--- src/logic/asp_defines.svh ---
`ifndef ASP_DEFINES_SVH
`define ASP_DEFINES_SVH

// ==========================================================================
// Word lengths and bit counts.
`define ASP_WORD_BITS        24
`define ASP_CNT_BITS         5
`define ASP_LAST_BIT         5'h17
`define ASP_CFG_RESET        24'h00_0000
// Configuration word fields: operating mode at the top, polarity at bit 12.
`define ASP_MODE_MSB         23
`define ASP_MODE_LSB         21
`define ASP_UNIPOLAR_BIT     12
`define ASP_MODE_NORMAL      3'h0
`define ASP_MODE_ZS_COEF     3'h6
`define ASP_MODE_FS_COEF     3'h7
// Self-clocking divider: link clock half period in reference clock cycles.
`define ASP_SCLK_HALF_NS     200
`define ASP_CLK_PERIOD_NS    50
`define ASP_SCLK_HALF_CYC    (`ASP_SCLK_HALF_NS / `ASP_CLK_PERIOD_NS)

`endif

--- src/logic/asp_pkg.sv ---
`default_nettype none

// ==========================================================================
// Types shared by the serial port modules.
package asp_pkg;
   typedef enum logic [1:0] {
      ASP_IDLE  = 2'b00,
      ASP_WRITE = 2'b01,
      ASP_READ  = 2'b10
   } asp_state_t;

   typedef enum logic [1:0] {
      ASP_SRC_CFG  = 2'b00,
      ASP_SRC_DATA = 2'b01,
      ASP_SRC_ZS   = 2'b10,
      ASP_SRC_FS   = 2'b11
   } asp_src_t;
endpackage

`default_nettype wire

--- src/logic/asp_pin_if.sv ---
`default_nettype none

// ==========================================================================
// Synchronised pin levels and link clock edges handed to the port engine.
interface asp_pin_if;
   logic rfs_n;
   logic tfs_n;
   logic sel;
   logic serial_data_io;
   logic sclk_rise;
   logic sclk_fall;

   modport sync (output rfs_n, tfs_n, sel, serial_data_io, sclk_rise, sclk_fall);
   modport core (input rfs_n, tfs_n, sel, serial_data_io, sclk_rise, sclk_fall);
endinterface

`default_nettype wire

--- src/logic/asp_serial_port.sv ---
`default_nettype none
`include "asp_defines.svh"

// ==========================================================================
// Functional notes
// - Self-clocking: drive clock after either frame sync falls, data only after receive frame sync falls.
// - External clocking: drive data only after receive frame sync falls.
// - Result ready goes low when a new result word is available.
// - Result ready returns high after a full output word is shifted out.
// - Result ready also goes low when calibration finishes.
// - Result read drives data only if result ready was low at frame start.
// - Write bits valid while transmit sync low, sampled on rising clock.
// - Results natural binary for unipolar, offset binary for bipolar.
// - One data line carries writes and reads of all registers.
// - Write with register select low targets the 24-bit configuration word.
// - Read with register select low returns the configuration word.
// - Configuration word updates only after all 24 bits are written.
// - Clock pulses after the 24th in a write frame are ignored.
// - Transmit sync active low; self-clocking drives the clock after it falls.
// - Normal mode, the reset default, reads results with select high.
module asp_serial_port (
   input  wire logic        ref_clk_i,
   input  wire logic        reset_n_i,
   input  wire logic        self_clock_i,
   input  wire logic        receive_frame_sync_n_i,
   input  wire logic        transmit_frame_sync_n_i,
   input  wire logic        register_select_i,
   input  wire logic        serial_clock_i,
   output logic             serial_clock_o,
   output logic             serial_clock_oe_n_o,
   input  wire logic        serial_data_i,
   output logic             serial_data_o,
   output logic             serial_data_oe_n_o,
   input  wire logic [23:0] result_i,
   input  wire logic        result_valid_i,
   input  wire logic        cal_done_i,
   output logic             result_ready_n_o,
   output logic [23:0]      configuration_word_o,
   output logic [23:0]      zero_coef_o,
   output logic [23:0]      full_coef_o
);
   asp_pin_if pins ();

   asp_pin_sync u_sync (
      .ref_clk_i (ref_clk_i),
      .reset_n_i (reset_n_i),
      .rfs_n_i   (receive_frame_sync_n_i),
      .tfs_n_i   (transmit_frame_sync_n_i),
      .sel_i     (register_select_i),
      .serial_data_io_i   (serial_data_i),
      .sclk_i    (serial_clock_i),
      .pins      (pins)
   );

   asp_pkg::asp_state_t   state_reg;
   asp_pkg::asp_src_t     src_reg;
   logic [`ASP_CNT_BITS-1:0] bit_cnt_reg;
   logic [23:0]           shift_reg;
   logic [23:0]           result_reg;
   logic                  drive_reg;
   logic [2:0]            div_reg;
   logic                  gen_clk_reg;
   logic                  gen_rise;
   logic                  gen_fall;
   logic [1:0]            rise_dly_reg;
   logic                  clk_rise;
   logic                  clk_fall;
   logic                  word_done;
   logic                  load_res;
   logic [2:0]            mode;

   // Converts a raw two's complement result into the polarity coding in force.
   function automatic logic [23:0] asp_code(input logic [23:0] raw, input logic uni);
      asp_code = uni ? raw : {~raw[23], raw[22:0]};
   endfunction

   assign mode = configuration_word_o[`ASP_MODE_MSB:`ASP_MODE_LSB];

   // ==========================================================================
   // Link clock: generated internally in self-clocking mode, else sampled.
   always_ff @(posedge ref_clk_i or negedge reset_n_i) begin
      if (!reset_n_i) begin
         div_reg     <= 3'h0;
         gen_clk_reg <= 1'b1;
      end else if (self_clock_i && state_reg != asp_pkg::ASP_IDLE && !word_done) begin
         if (div_reg == 3'(`ASP_SCLK_HALF_CYC - 1)) begin
            div_reg     <= 3'h0;
            gen_clk_reg <= ~gen_clk_reg;
         end else begin
            div_reg <= div_reg + 3'h1;
         end
      end else begin
         div_reg     <= 3'h0;
         gen_clk_reg <= 1'b1;
      end
   end

   assign gen_rise  = self_clock_i && !gen_clk_reg &&
                      div_reg == 3'(`ASP_SCLK_HALF_CYC - 1);
   assign gen_fall  = self_clock_i && gen_clk_reg && state_reg != asp_pkg::ASP_IDLE &&
                      !word_done && div_reg == 3'(`ASP_SCLK_HALF_CYC - 1);
   assign clk_rise  = self_clock_i ? rise_dly_reg[1] : pins.sclk_rise;
   assign clk_fall  = self_clock_i ? gen_fall : pins.sclk_fall;
   assign word_done = bit_cnt_reg == 5'(`ASP_WORD_BITS);

   // Self-clocked write bits pass the pin synchroniser, so the sampling strobe
   // trails the generated rise by two cycles to meet the synchronised data.
   always_ff @(posedge ref_clk_i or negedge reset_n_i) begin
      if (!reset_n_i) begin
         rise_dly_reg <= 2'h0;
      end else begin
         rise_dly_reg <= {rise_dly_reg[0], gen_rise};
      end
   end

   // Clock pin driven only inside a self-clocked frame.
   always_ff @(posedge ref_clk_i or negedge reset_n_i) begin
      if (!reset_n_i) begin
         serial_clock_o      <= 1'b1;
         serial_clock_oe_n_o <= 1'b1;
      end else begin
         serial_clock_o      <= gen_clk_reg;
         serial_clock_oe_n_o <= !(self_clock_i && state_reg != asp_pkg::ASP_IDLE);
      end
   end

   // ==========================================================================
   // Frame engine: write and read frames, bit counting and register updates.
   always_ff @(posedge ref_clk_i or negedge reset_n_i) begin
      if (!reset_n_i) begin
         state_reg            <= asp_pkg::ASP_IDLE;
         src_reg              <= asp_pkg::ASP_SRC_CFG;
         bit_cnt_reg          <= 5'h00;
         shift_reg            <= 24'h00_0000;
         drive_reg            <= 1'b0;
         configuration_word_o <= `ASP_CFG_RESET;
         zero_coef_o          <= 24'h00_0000;
         full_coef_o          <= 24'h00_0000;
      end else begin
         unique case (state_reg)
            asp_pkg::ASP_IDLE: begin
               bit_cnt_reg <= 5'h00;
               drive_reg   <= 1'b0;
               if (!pins.tfs_n) begin
                  state_reg <= asp_pkg::ASP_WRITE;
                  src_reg   <= !pins.sel ? asp_pkg::ASP_SRC_CFG :
                               mode == `ASP_MODE_ZS_COEF ? asp_pkg::ASP_SRC_ZS :
                               asp_pkg::ASP_SRC_FS;
               end else if (!pins.rfs_n) begin
                  state_reg <= asp_pkg::ASP_READ;
                  if (!pins.sel) begin
                     src_reg   <= asp_pkg::ASP_SRC_CFG;
                     shift_reg <= configuration_word_o;
                     drive_reg <= 1'b1;
                  end else if (mode == `ASP_MODE_ZS_COEF) begin
                     src_reg   <= asp_pkg::ASP_SRC_ZS;
                     shift_reg <= zero_coef_o;
                     drive_reg <= 1'b1;
                  end else if (mode == `ASP_MODE_FS_COEF) begin
                     src_reg   <= asp_pkg::ASP_SRC_FS;
                     shift_reg <= full_coef_o;
                     drive_reg <= 1'b1;
                  end else begin
                     src_reg   <= asp_pkg::ASP_SRC_DATA;
                     shift_reg <= result_reg;
                     drive_reg <= !result_ready_n_o;
                  end
               end
            end
            asp_pkg::ASP_WRITE: begin
               if (pins.tfs_n) begin
                  state_reg <= asp_pkg::ASP_IDLE;
                  if (word_done) begin
                     unique case (src_reg)
                        asp_pkg::ASP_SRC_CFG:  configuration_word_o <= shift_reg;
                        asp_pkg::ASP_SRC_ZS:   zero_coef_o          <= shift_reg;
                        asp_pkg::ASP_SRC_FS:   full_coef_o          <= shift_reg;
                        asp_pkg::ASP_SRC_DATA: shift_reg            <= shift_reg;
                     endcase
                  end
               end else if (clk_rise && !word_done) begin
                  shift_reg   <= {shift_reg[22:0], pins.serial_data_io};
                  bit_cnt_reg <= bit_cnt_reg + 5'h01;
               end
            end
            asp_pkg::ASP_READ: begin
               if (pins.rfs_n) begin
                  state_reg <= asp_pkg::ASP_IDLE;
                  drive_reg <= 1'b0;
               end else if (clk_fall && !word_done) begin
                  shift_reg   <= {shift_reg[22:0], 1'b0};
                  bit_cnt_reg <= bit_cnt_reg + 5'h01;
               end
            end
            default: state_reg <= asp_pkg::ASP_IDLE;
         endcase
      end
   end

   // Data pin: MSB first, driven only while a read frame is open.
   always_ff @(posedge ref_clk_i or negedge reset_n_i) begin
      if (!reset_n_i) begin
         serial_data_o      <= 1'b0;
         serial_data_oe_n_o <= 1'b1;
      end else begin
         serial_data_o      <= shift_reg[23];
         serial_data_oe_n_o <= !(drive_reg && state_reg == asp_pkg::ASP_READ &&
                                 !pins.rfs_n);
      end
   end

   // ==========================================================================
   // Result word latch and ready flag.
   assign load_res = result_valid_i && state_reg != asp_pkg::ASP_READ;

   always_ff @(posedge ref_clk_i or negedge reset_n_i) begin
      if (!reset_n_i) begin
         result_reg <= 24'h00_0000;
      end else if (load_res) begin
         result_reg <= asp_code(result_i, configuration_word_o[`ASP_UNIPOLAR_BIT]);
      end
   end

   // New word or calibration end sets ready low; a whole result read clears it.
   always_ff @(posedge ref_clk_i or negedge reset_n_i) begin
      if (!reset_n_i) begin
         result_ready_n_o <= 1'b1;
      end else if (load_res || cal_done_i) begin
         result_ready_n_o <= 1'b0;
      end else if (state_reg == asp_pkg::ASP_READ && src_reg == asp_pkg::ASP_SRC_DATA &&
                   drive_reg && word_done) begin
         result_ready_n_o <= 1'b1;
      end
   end
endmodule

`default_nettype wire

--- src/logic/asp_pin_sync.sv ---
`default_nettype none

// ==========================================================================
// Three-stage synchronisers; a change is taken once stages two and three agree.
module asp_pin_sync (
   input  wire logic ref_clk_i,
   input  wire logic reset_n_i,
   input  wire logic rfs_n_i,
   input  wire logic tfs_n_i,
   input  wire logic sel_i,
   input  wire logic serial_data_io_i,
   input  wire logic sclk_i,
   asp_pin_if.sync   pins
);
   logic [4:0] s1_reg;
   logic [4:0] s2_reg;
   logic [4:0] s3_reg;
   logic [4:0] lvl_reg;

   // Three flip-flop chain for every pin; frame inputs idle high.
   always_ff @(posedge ref_clk_i or negedge reset_n_i) begin
      if (!reset_n_i) begin
         s1_reg <= 5'h1b;
         s2_reg <= 5'h1b;
         s3_reg <= 5'h1b;
      end else begin
         s1_reg <= {rfs_n_i, tfs_n_i, sel_i, serial_data_io_i, sclk_i};
         s2_reg <= s1_reg;
         s3_reg <= s2_reg;
      end
   end

   // Filtered level follows only where the second and third stages agree.
   always_ff @(posedge ref_clk_i or negedge reset_n_i) begin
      if (!reset_n_i) begin
         lvl_reg <= 5'h1b;
      end else begin
         lvl_reg <= (s2_reg & s3_reg) | (lvl_reg & (s2_reg ^ s3_reg));
      end
   end

   assign pins.rfs_n     = lvl_reg[4];
   assign pins.tfs_n     = lvl_reg[3];
   assign pins.sel       = lvl_reg[2];
   assign pins.serial_data_io     = lvl_reg[1];
   assign pins.sclk_rise = (s2_reg[0] & s3_reg[0]) & ~lvl_reg[0];
   assign pins.sclk_fall = ~(s2_reg[0] | s3_reg[0]) & lvl_reg[0];
endmodule

`default_nettype wire

--- config.mk ---
export PLATFORM = sky130hd
export DESIGN_NAME = asp_serial_port
export DESIGN_NICKNAME = d
export VERILOG_FILES = /design/src/logic/asp_pkg.sv /design/src/logic/asp_pin_if.sv /design/src/logic/asp_serial_port.sv /design/src/logic/asp_pin_sync.sv
export VERILOG_INCLUDE_DIRS = /design/src /design/src/logic
export SDC_FILE = /design/constraint.sdc
export NUM_CORES = 1
export LEC_CHECK = 0
export ABC_AREA = 1
export BUFFER_PORTS_ARGS = -buffer_cell sky130_fd_sc_hd__buf_2
export CORE_ASPECT_RATIO = 2
export CORE_MARGIN = 2
export CORE_UTILIZATION = 59
export CTS_BUF_LIST = sky130_fd_sc_hd__clkbuf_8
export DETAILED_ROUTE_END_ITERATION = 8
export GPL_TIMING_DRIVEN = 1
export PLACE_DENSITY = 0.82
export SYNTH_ARGS = -nofsm -noshare
export SYNTH_HDL_FRONTEND = slang
export SYNTH_SLANG_ARGS = --single-unit
--- constraint.sdc ---
create_clock -name ref_clk_i -period 1.8 [get_ports ref_clk_i]
set_input_delay 0.09 -clock ref_clk_i [delete_from_list [all_inputs] [get_ports ref_clk_i]]
set_output_delay 0.09 -clock ref_clk_i [all_outputs]
set_load 0.1 [all_outputs]
## Word-level counts from Yosys, hierarchy flattened

Index checks and enable logic that the tools add are counted.

- Register bits after elaboration: 161
- Latch bits: 0
- Bits in writable memories: 0
- ROM bits: 0
- Output and inout port bits: 77
- Logic and storage cells: 136
- Memories: 0

- Add/sub/neg operators: 2
- $mul: 0
- Div/mod/pow operators: 0
- Magnitude comparators: 0
- Equality and inequality tests: 21
- Shifts and indexed selects: 0
- Multiplexer cells: 43
- Bitwise operators: 12
- Reductions and logical operators: 37

Operators with widths:

| operator | number |
|---|---|
| $mux 24 | 10 |
| $pmux 24 s3 | 1 |
| $mux 2 | 10 |
| $mux 5 | 4 |
| $logic_and 1x1->1 | 16 |
| $pmux 5 s3 | 1 |
| $ne 2x2->1 const B | 7 |
| $mux 1 | 13 |
| $reduce_and 4->1 | 3 |
| $and 5x5->5 | 2 |
| $ne 2x1->1 const B | 4 |
| $reduce_and 7->1 | 1 |
| $eq 2x2->1 const B | 3 |
| $eq 3x3->1 const B | 2 |
| $logic_not 1->1 | 6 |
| $mux 3 | 2 |
| $pmux 2 s3 | 1 |
| $reduce_bool 2->1 | 3 |
| $add 5x1->5 const B | 1 |
| $eq 5x5->1 const B | 1 |
| $or 5x5->5 | 1 |
| $reduce_and 5->1 | 1 |
| $xor 5x5->5 | 1 |
| $eq 2x1->1 const B | 2 |
| 12 further kinds | 19 |

## Depth between registers and ports, before layout

- Word-level depth: 9
- Mapped depth: 13

## Cells and area by module

A second synthesis with hierarchy kept.

- Cells, all modules: 834
- Area, all modules: 7,542.2 um2

Modules (own cells, without submodules):

| module | times used | cells an instance | area each (um2) | sequential area each (um2) |
|---|---|---|---|---|
| asp_serial_port | 1 | 788 | 6,871.6 | 3,534.6 |
| asp_pin_sync | 1 | 46 | 670.6 | 520.5 |

## Least setup slack after synthesis

Ideal clock, no wire load.

- Path kind: reg-to-reg
- Start point: reg configuration_word_o[21]
- End point: reg shift_reg[10]
- Arrival: 1,939 ps
- Required time: 1,734 ps
- Path slack: -205 ps
- Cell stages (with the launch flop): 9
- Buffers on the path: 2
- Cell sequence: dfrtp_1 buf_2 buf_1 nand4_1 nand3_1 nand2_1 nand2_1 nand4_1 nand2_1

- Word-level cells in the longest chain between the ends: 7

Ends and longest elaborated chain:

| item | line | text |
|---|---|---|
| start, declared | asp_serial_port.sv:38 | `output logic [23:0] configuration_word_o,` |
| start signal, assigned | asp_serial_port.sv:136 | `` configuration_word_o <= `ASP_CFG_RESET; `` |
| start signal, assigned | asp_serial_port.sv:175 | `asp_pkg::ASP_SRC_CFG: configuration_word_o <= shift_reg;` |
| $eq 3x3->1 (no source line) | -- |  |
| $mux 24 | asp_serial_port.sv:159 | `` end else if (mode == `ASP_MODE_FS_COEF) begin `` |
| $mux 24 (*) | asp_serial_port.sv:155 | `` end else if (mode == `ASP_MODE_ZS_COEF) begin `` |
| $mux 24 (*) | asp_serial_port.sv:151 | `if (!pins.sel) begin` |
| $mux 24 (*) | asp_serial_port.sv:149 | `end else if (!pins.rfs_n) begin` |
| $mux 24 (*) | asp_serial_port.sv:144 | `if (!pins.tfs_n) begin` |
| $pmux 24 s3 (*) | asp_serial_port.sv:140 | `unique case (state_reg)` |
| end signal, assigned | asp_serial_port.sv:153 | `shift_reg <= configuration_word_o;` |
| end signal, assigned | asp_serial_port.sv:157 | `shift_reg <= zero_coef_o;` |
| end signal, assigned | asp_serial_port.sv:161 | `shift_reg <= full_coef_o;` |
| end, declared | asp_serial_port.sv:58 | `logic [23:0] shift_reg;` |

Mark *: on every way between the ends. The rest lies on a longest branch, timed or not. The select of a mux whose other input is x is not followed.
A chain may end at the register's enable or synchronous reset.

## Worst setup path in the final report

- Start point: reg state_reg[1]
- End point: reg shift_reg[18]

- Word-level cells in the longest chain between the ends: 8

Ends and longest elaborated chain:

| item | line | text |
|---|---|---|
| start, declared | asp_serial_port.sv:55 | `asp_pkg::asp_state_t state_reg;` |
| start signal, assigned | asp_serial_port.sv:131 | `state_reg <= asp_pkg::ASP_IDLE;` |
| start signal, assigned | asp_serial_port.sv:145 | `state_reg <= asp_pkg::ASP_WRITE;` |
| start signal, assigned | asp_serial_port.sv:150 | `state_reg <= asp_pkg::ASP_READ;` |
| $reduce_bool 2->1 | asp_serial_port.sv:100 | `assign gen_fall = self_clock_i && gen_clk_reg && state_reg != asp_pkg::ASP_IDLE &&` |
| $logic_and 1x1->1 (3 in a row) | asp_serial_port.sv:100 |  |
| $mux 1 | asp_serial_port.sv:103 | `assign clk_fall = self_clock_i ? gen_fall : pins.sclk_fall;` |
| $logic_and 1x1->1 | asp_serial_port.sv:190 | `end else if (clk_fall && !word_done) begin` |
| $ne 2x2->1 (no source line) | -- |  |
| $reduce_and 7->1 (no source line) | -- |  |
| end signal, assigned | asp_serial_port.sv:178 | `asp_pkg::ASP_SRC_DATA: shift_reg <= shift_reg;` |
| end signal, assigned | asp_serial_port.sv:182 | `shift_reg <= {shift_reg[22:0], pins.serial_data_io};` |
| end signal, assigned | asp_serial_port.sv:191 | `shift_reg <= {shift_reg[22:0], 1'b0};` |

Parallel ways exist; a longest one is shown, timed or not.

==> results by stage <==
Synthesis:
- The warning count from the yosys run is 0.
- The top cell type's share of synthesized area is 0.467.
- The number of distinct library cells after synthesis is 34.
- The number of synthesized flops with an enable pin is 0.
- The post-synthesis sequential element count is 161.
- The primary flip-flop cell chosen by synthesis mapping is dfrtp_1.
- After synthesis the cells add up to 0.00750 mm².
- The synthesized design spends more area on one cell type than any other, namely dfrtp_1.
- The post-synthesis async set-or-reset flop share is 1.00.
- The share of the Yosys chip area taken by registers is 0.541.
- The library cell with the highest instance count after synthesis is nand2_1.
- By area the synthesized netlist is led by dfrtp_1 (47%), nand2_1 (11%), dfstp_2 (7.4%).
- The mean cell area of the mapped netlist is 8.96 µm².
- Ranked by instance count, the synthesized netlist is headed by nand2_1 (223), dfrtp_1 (140), nand4_1 (77), nor2_1 (53), inv_1 (50).
- The gate count of the mapped netlist is 837.
- The post-synthesis net count is 884.

CTS:
- The H-tree was split into 4 levels.
- For the worst-skew pair, the clock arrives at the later sink with an insertion delay of 0.45 ns.
- In this run, CTS created clock tree buffers numbering 17.
- The TritonCTS clock tree is yes.
- The clock slew seen by the registers of the worst setup and hold paths is 0.08 ns.
- The CTS sink count is 161.
- The tree is rooted in a clkbuf_8.
- Counting along the longest clock path gives a buffer depth of 2.

Routing:
- The overall via count from detail_route is 6839.
- After detailed routing, the number of remaining DRC violations is 0.
- After detailed routing, the number of vias per cell comes to 5.93.
- The remaining number of nets flagged by the antenna check after routing is 0.
- The detailed router finished its first iteration with 710 violations.
- For this block, the routed nets add up to 21400 µm of wire.
- For this run, the detailed router's first-pass iteration total came to 6.
- The routed wire length per instance is 18.6 µm.

Place:
- The number of buffers inserted by port buffering is 110.
- The congestion estimate from routability-driven global placement came to 0.927.
- The worst setup timing slack at the placement stage is -0.0534 ns.
- Detailed placement ended at an HPWL of 13900 µm.
- Once placement completed, the tool counted placed cells totaling 1076.

Critical path:
- The element type at the critical path start is a flop.
- The category of the worst setup path capture point is a flop.
- Among all stages on the critical path, the largest delay is contributed by dfrtp_1.
- Tracing the worst setup path back leads to its startpoint at state_reg[1]$_DFFE_PN0P_.
- The critical path goes through inv_1 -> ha_2 -> nand2_1 -> a31oi_2 -> nor2_4 -> buf_4 -> clkbuf_16 -> nand4_1 -> nand2_1.
- The destination of the worst register-to-register timing path is shift_reg[18]$_DFFE_PN0P_.
- The source of the worst register-to-register timing path is state_reg[1]$_DFFE_PN0P_.
- The required arrival time at the worst endpoint is 2.14 ns.
- The count of buffering cells on the critical path with inverters included is 3.
- At the worst endpoint, the arrival time is 2.04 ns.
- The most common cell type on the critical path is nand2_1.
- On the worst path, the slowest cell contributes a delay of 0.41 ns.
- The category of cells accounting for the largest share of critical-path delay is buffers and inverters.
- By startpoint and endpoint, the worst setup path is classified as flop to flop.
- The cell depth of the worst flop-to-flop path is 9.
- The instance count on the critical path is 9.
- Of all nets on the critical path, the largest fanout is 11.
- The setup check on the worst reg-to-reg path leaves a slack of 0.1 ns.

Floorplanning:
- 111 I/O pins were placed.
- The floorplan has 58 rows.
- The core region area is 0.0125 mm².
- The die covers 0.0137 mm².
- The floorplan step set the die width to 83.7 µm.
- The effective utilization at floorplan is 0.601.
- The vertical die dimension is 163 µm.

Power and ir drop:
- In this run the power density over the cells is 1210 mW/mm².
- In this run the static leakage power is 4.56 nW.
- IR analysis of the VDD net gives a maximum drop of 1.22 mV.
- The share of total power dissipated in the clock network is 0.229.
- Of the total power, registers draw 0.401.
- The part of the total power dissipated in combinational logic is 0.370.
- The power after layout is 11.2 mW.
- The switching share of total power is 0.384.
- The cell-internal power is 6.87 mW.
- The net switching power figure is 4.28 mW.

Timing:
- The final max-slew violation count is 0.
- The relative slew slack is 0.648.
- The actual transition at the worst max-transition pin is 0.531 ns.
- The setup-violating endpoint count in the final report is 0.
- The setup slack of the critical path after layout is 0.0983 ns.
- The post-layout minimum cycle time is 1.70 ns.
- The upper clock frequency limit is 588 MHz.
- The portion of the clock cycle consumed by the worst path in the final layout is 0.945.
- Setup total negative slack on the finished layout was measured at 0 ns.
- The number of failing hold endpoints at the final stage is 0.
- The final worst clock skew is 0.0146 ns.

Global route:
- The number of global-route vias before repair is 6701.
- The all-layer global routing usage is 0.315.
- The global route total overflow is 0.
- The first global-routing pass estimated 33500 µm of wire.
- The number of antenna violations at the first check in global routing is 0.
- The largest net degree at the start of global routing is 49.

Final layout:
- Of the cells placed in the final design, the portion with a size suffix greater than 1 is 0.264.
- The area growth from synthesis to layout is 23.4%.
- The final net count is 1038.
- Once layout is complete, the utilization of the core stands at 0.741.
- The antenna diode count is 0.
- For this run, the number of standard cells in the final layout without fillers is 1154.

Flow run:
- Max-cap violations in this run came to 0.

Status:
- The flow ran to the end, and the final reports show no timing, DRC or antenna violations.

Worst hold path:
- In this run the worst hold path is classified as primary input to async pin.
==> layer usage <==
| metal | wire length, µm | vias to the layer above | track usage |
|---|---|---|---|
| li1 | - | 3120 | - |
| met1 | 7420 | 3273 | 0.348 |
| met2 | 11500 | 350 | 0.568 |
| met3 | 1240 | 96 | 0.0546 |
| met4 | 1260 | 0 | 0.174 |
| met5 | 0 | - | 0 |
==> worst max-delay path by stage <==
stage                                  to
6_report        shift_reg[18]$_DFFE_PN0P_
2_1_floorplan   shift_reg[10]$_DFFE_PN0P_
3_5_place_dp     shift_reg[8]$_DFFE_PN0P_
5_1_grt          shift_reg[2]$_DFFE_PN0P_
4_1_cts        bit_cnt_reg[1]$_DFFE_PN0P_
3_3_place_gp     shift_reg[9]$_DFFE_PN0P_
==> power by group through the flow <==
stage | registers [mW] | logic (mW) | clock network [mW]
detailed placement | 4.51 | 3.42 | 0
CTS | 4.45 | 3.58 | 2.57
global route | 4.52 | 4.50 | 2.71
global placement | 4.50 | 3.34 | 0
finish | 4.47 | 4.13 | 2.56
floorplan | 4.53 | 2.29 | 0
==> per-stage QoR <==
step | area, µm² | hold slack, ns
floorplan | 7500 | -0.206
finish | 9250 | 0.100
global placement | 8340 | -0.00678
global route | 9250 | 0.102
CTS | 9060 | 0.0819
detailed placement | 8340 | -0.00196
==> cell type report <==
| cell class | instances | area, µm² |
|---|---|---|
| inverter | 56 | 210 |
| tap | 150 | 188 |
| sequential | 161 | 4060 |
| multi-input combinational | 568 | 3030 |
| fill | 882 | 3230 |
| clock buffer | 19 | 262 |
| timing repair buffer | 187 | 1400 |
| clock inverter | 13 | 108 |
==> placed cells by master, fill, tap and decap left out, types with 3 or more instances in the layout <==
cell	count
buf_6	3
clkbuf_8	19
dfrtp_2	3
dlygate4sd3_1	32
dfstp_2	21
a21o_1	5
buf_4	32
o21ai_1	26
nand4_1	77
ha_1	10
inv_2	6
inv_1	51
nor2_2	3
nor2_1	51
nor3_1	7
nand2_2	3
nand3_4	4
o22ai_1	4
mux2_2	23
nand3_2	4
nand3_1	31
buf_2	107
o21ai_0	49
buf_12	12
a21oi_1	29
dfrtp_1	137
nand2_1	223
inv_4	4
==> worst register-to-register path: cells and delay by family, from the launching register on <==
| family | cells | cell delay, ns |
|---|---|---|
| buf+inv | 3 | 0.43 |
| flops | 1 | 0.41 |
| simple gates | 4 | 0.33 |
| fa+ha+maj | 1 | 0.22 |
| compound gates | 1 | 0.21 |
==> repair_timing <==
item	4_1_cts	5_1_grt
setup endpoints to repair	24	49
pin swaps	0	7
hold buffers	32	0
resized for setup	3	15
hold endpoints to repair	179	0
buffers inserted	0	9
gates cloned	1	4
==> cells by family after synthesis <==
group,count (synthesis),synth area share
AOI/OAI and AO/OA,121,0.0848
xor gates and xnor gates,1,0.00117
adders and majority gates,13,0.0217
buffers and inverters,112,0.0718
DFF,161,0.541
muxes,23,0.0345
and+or+nand+nor,406,0.245
(Power assumes the default switching activity.)
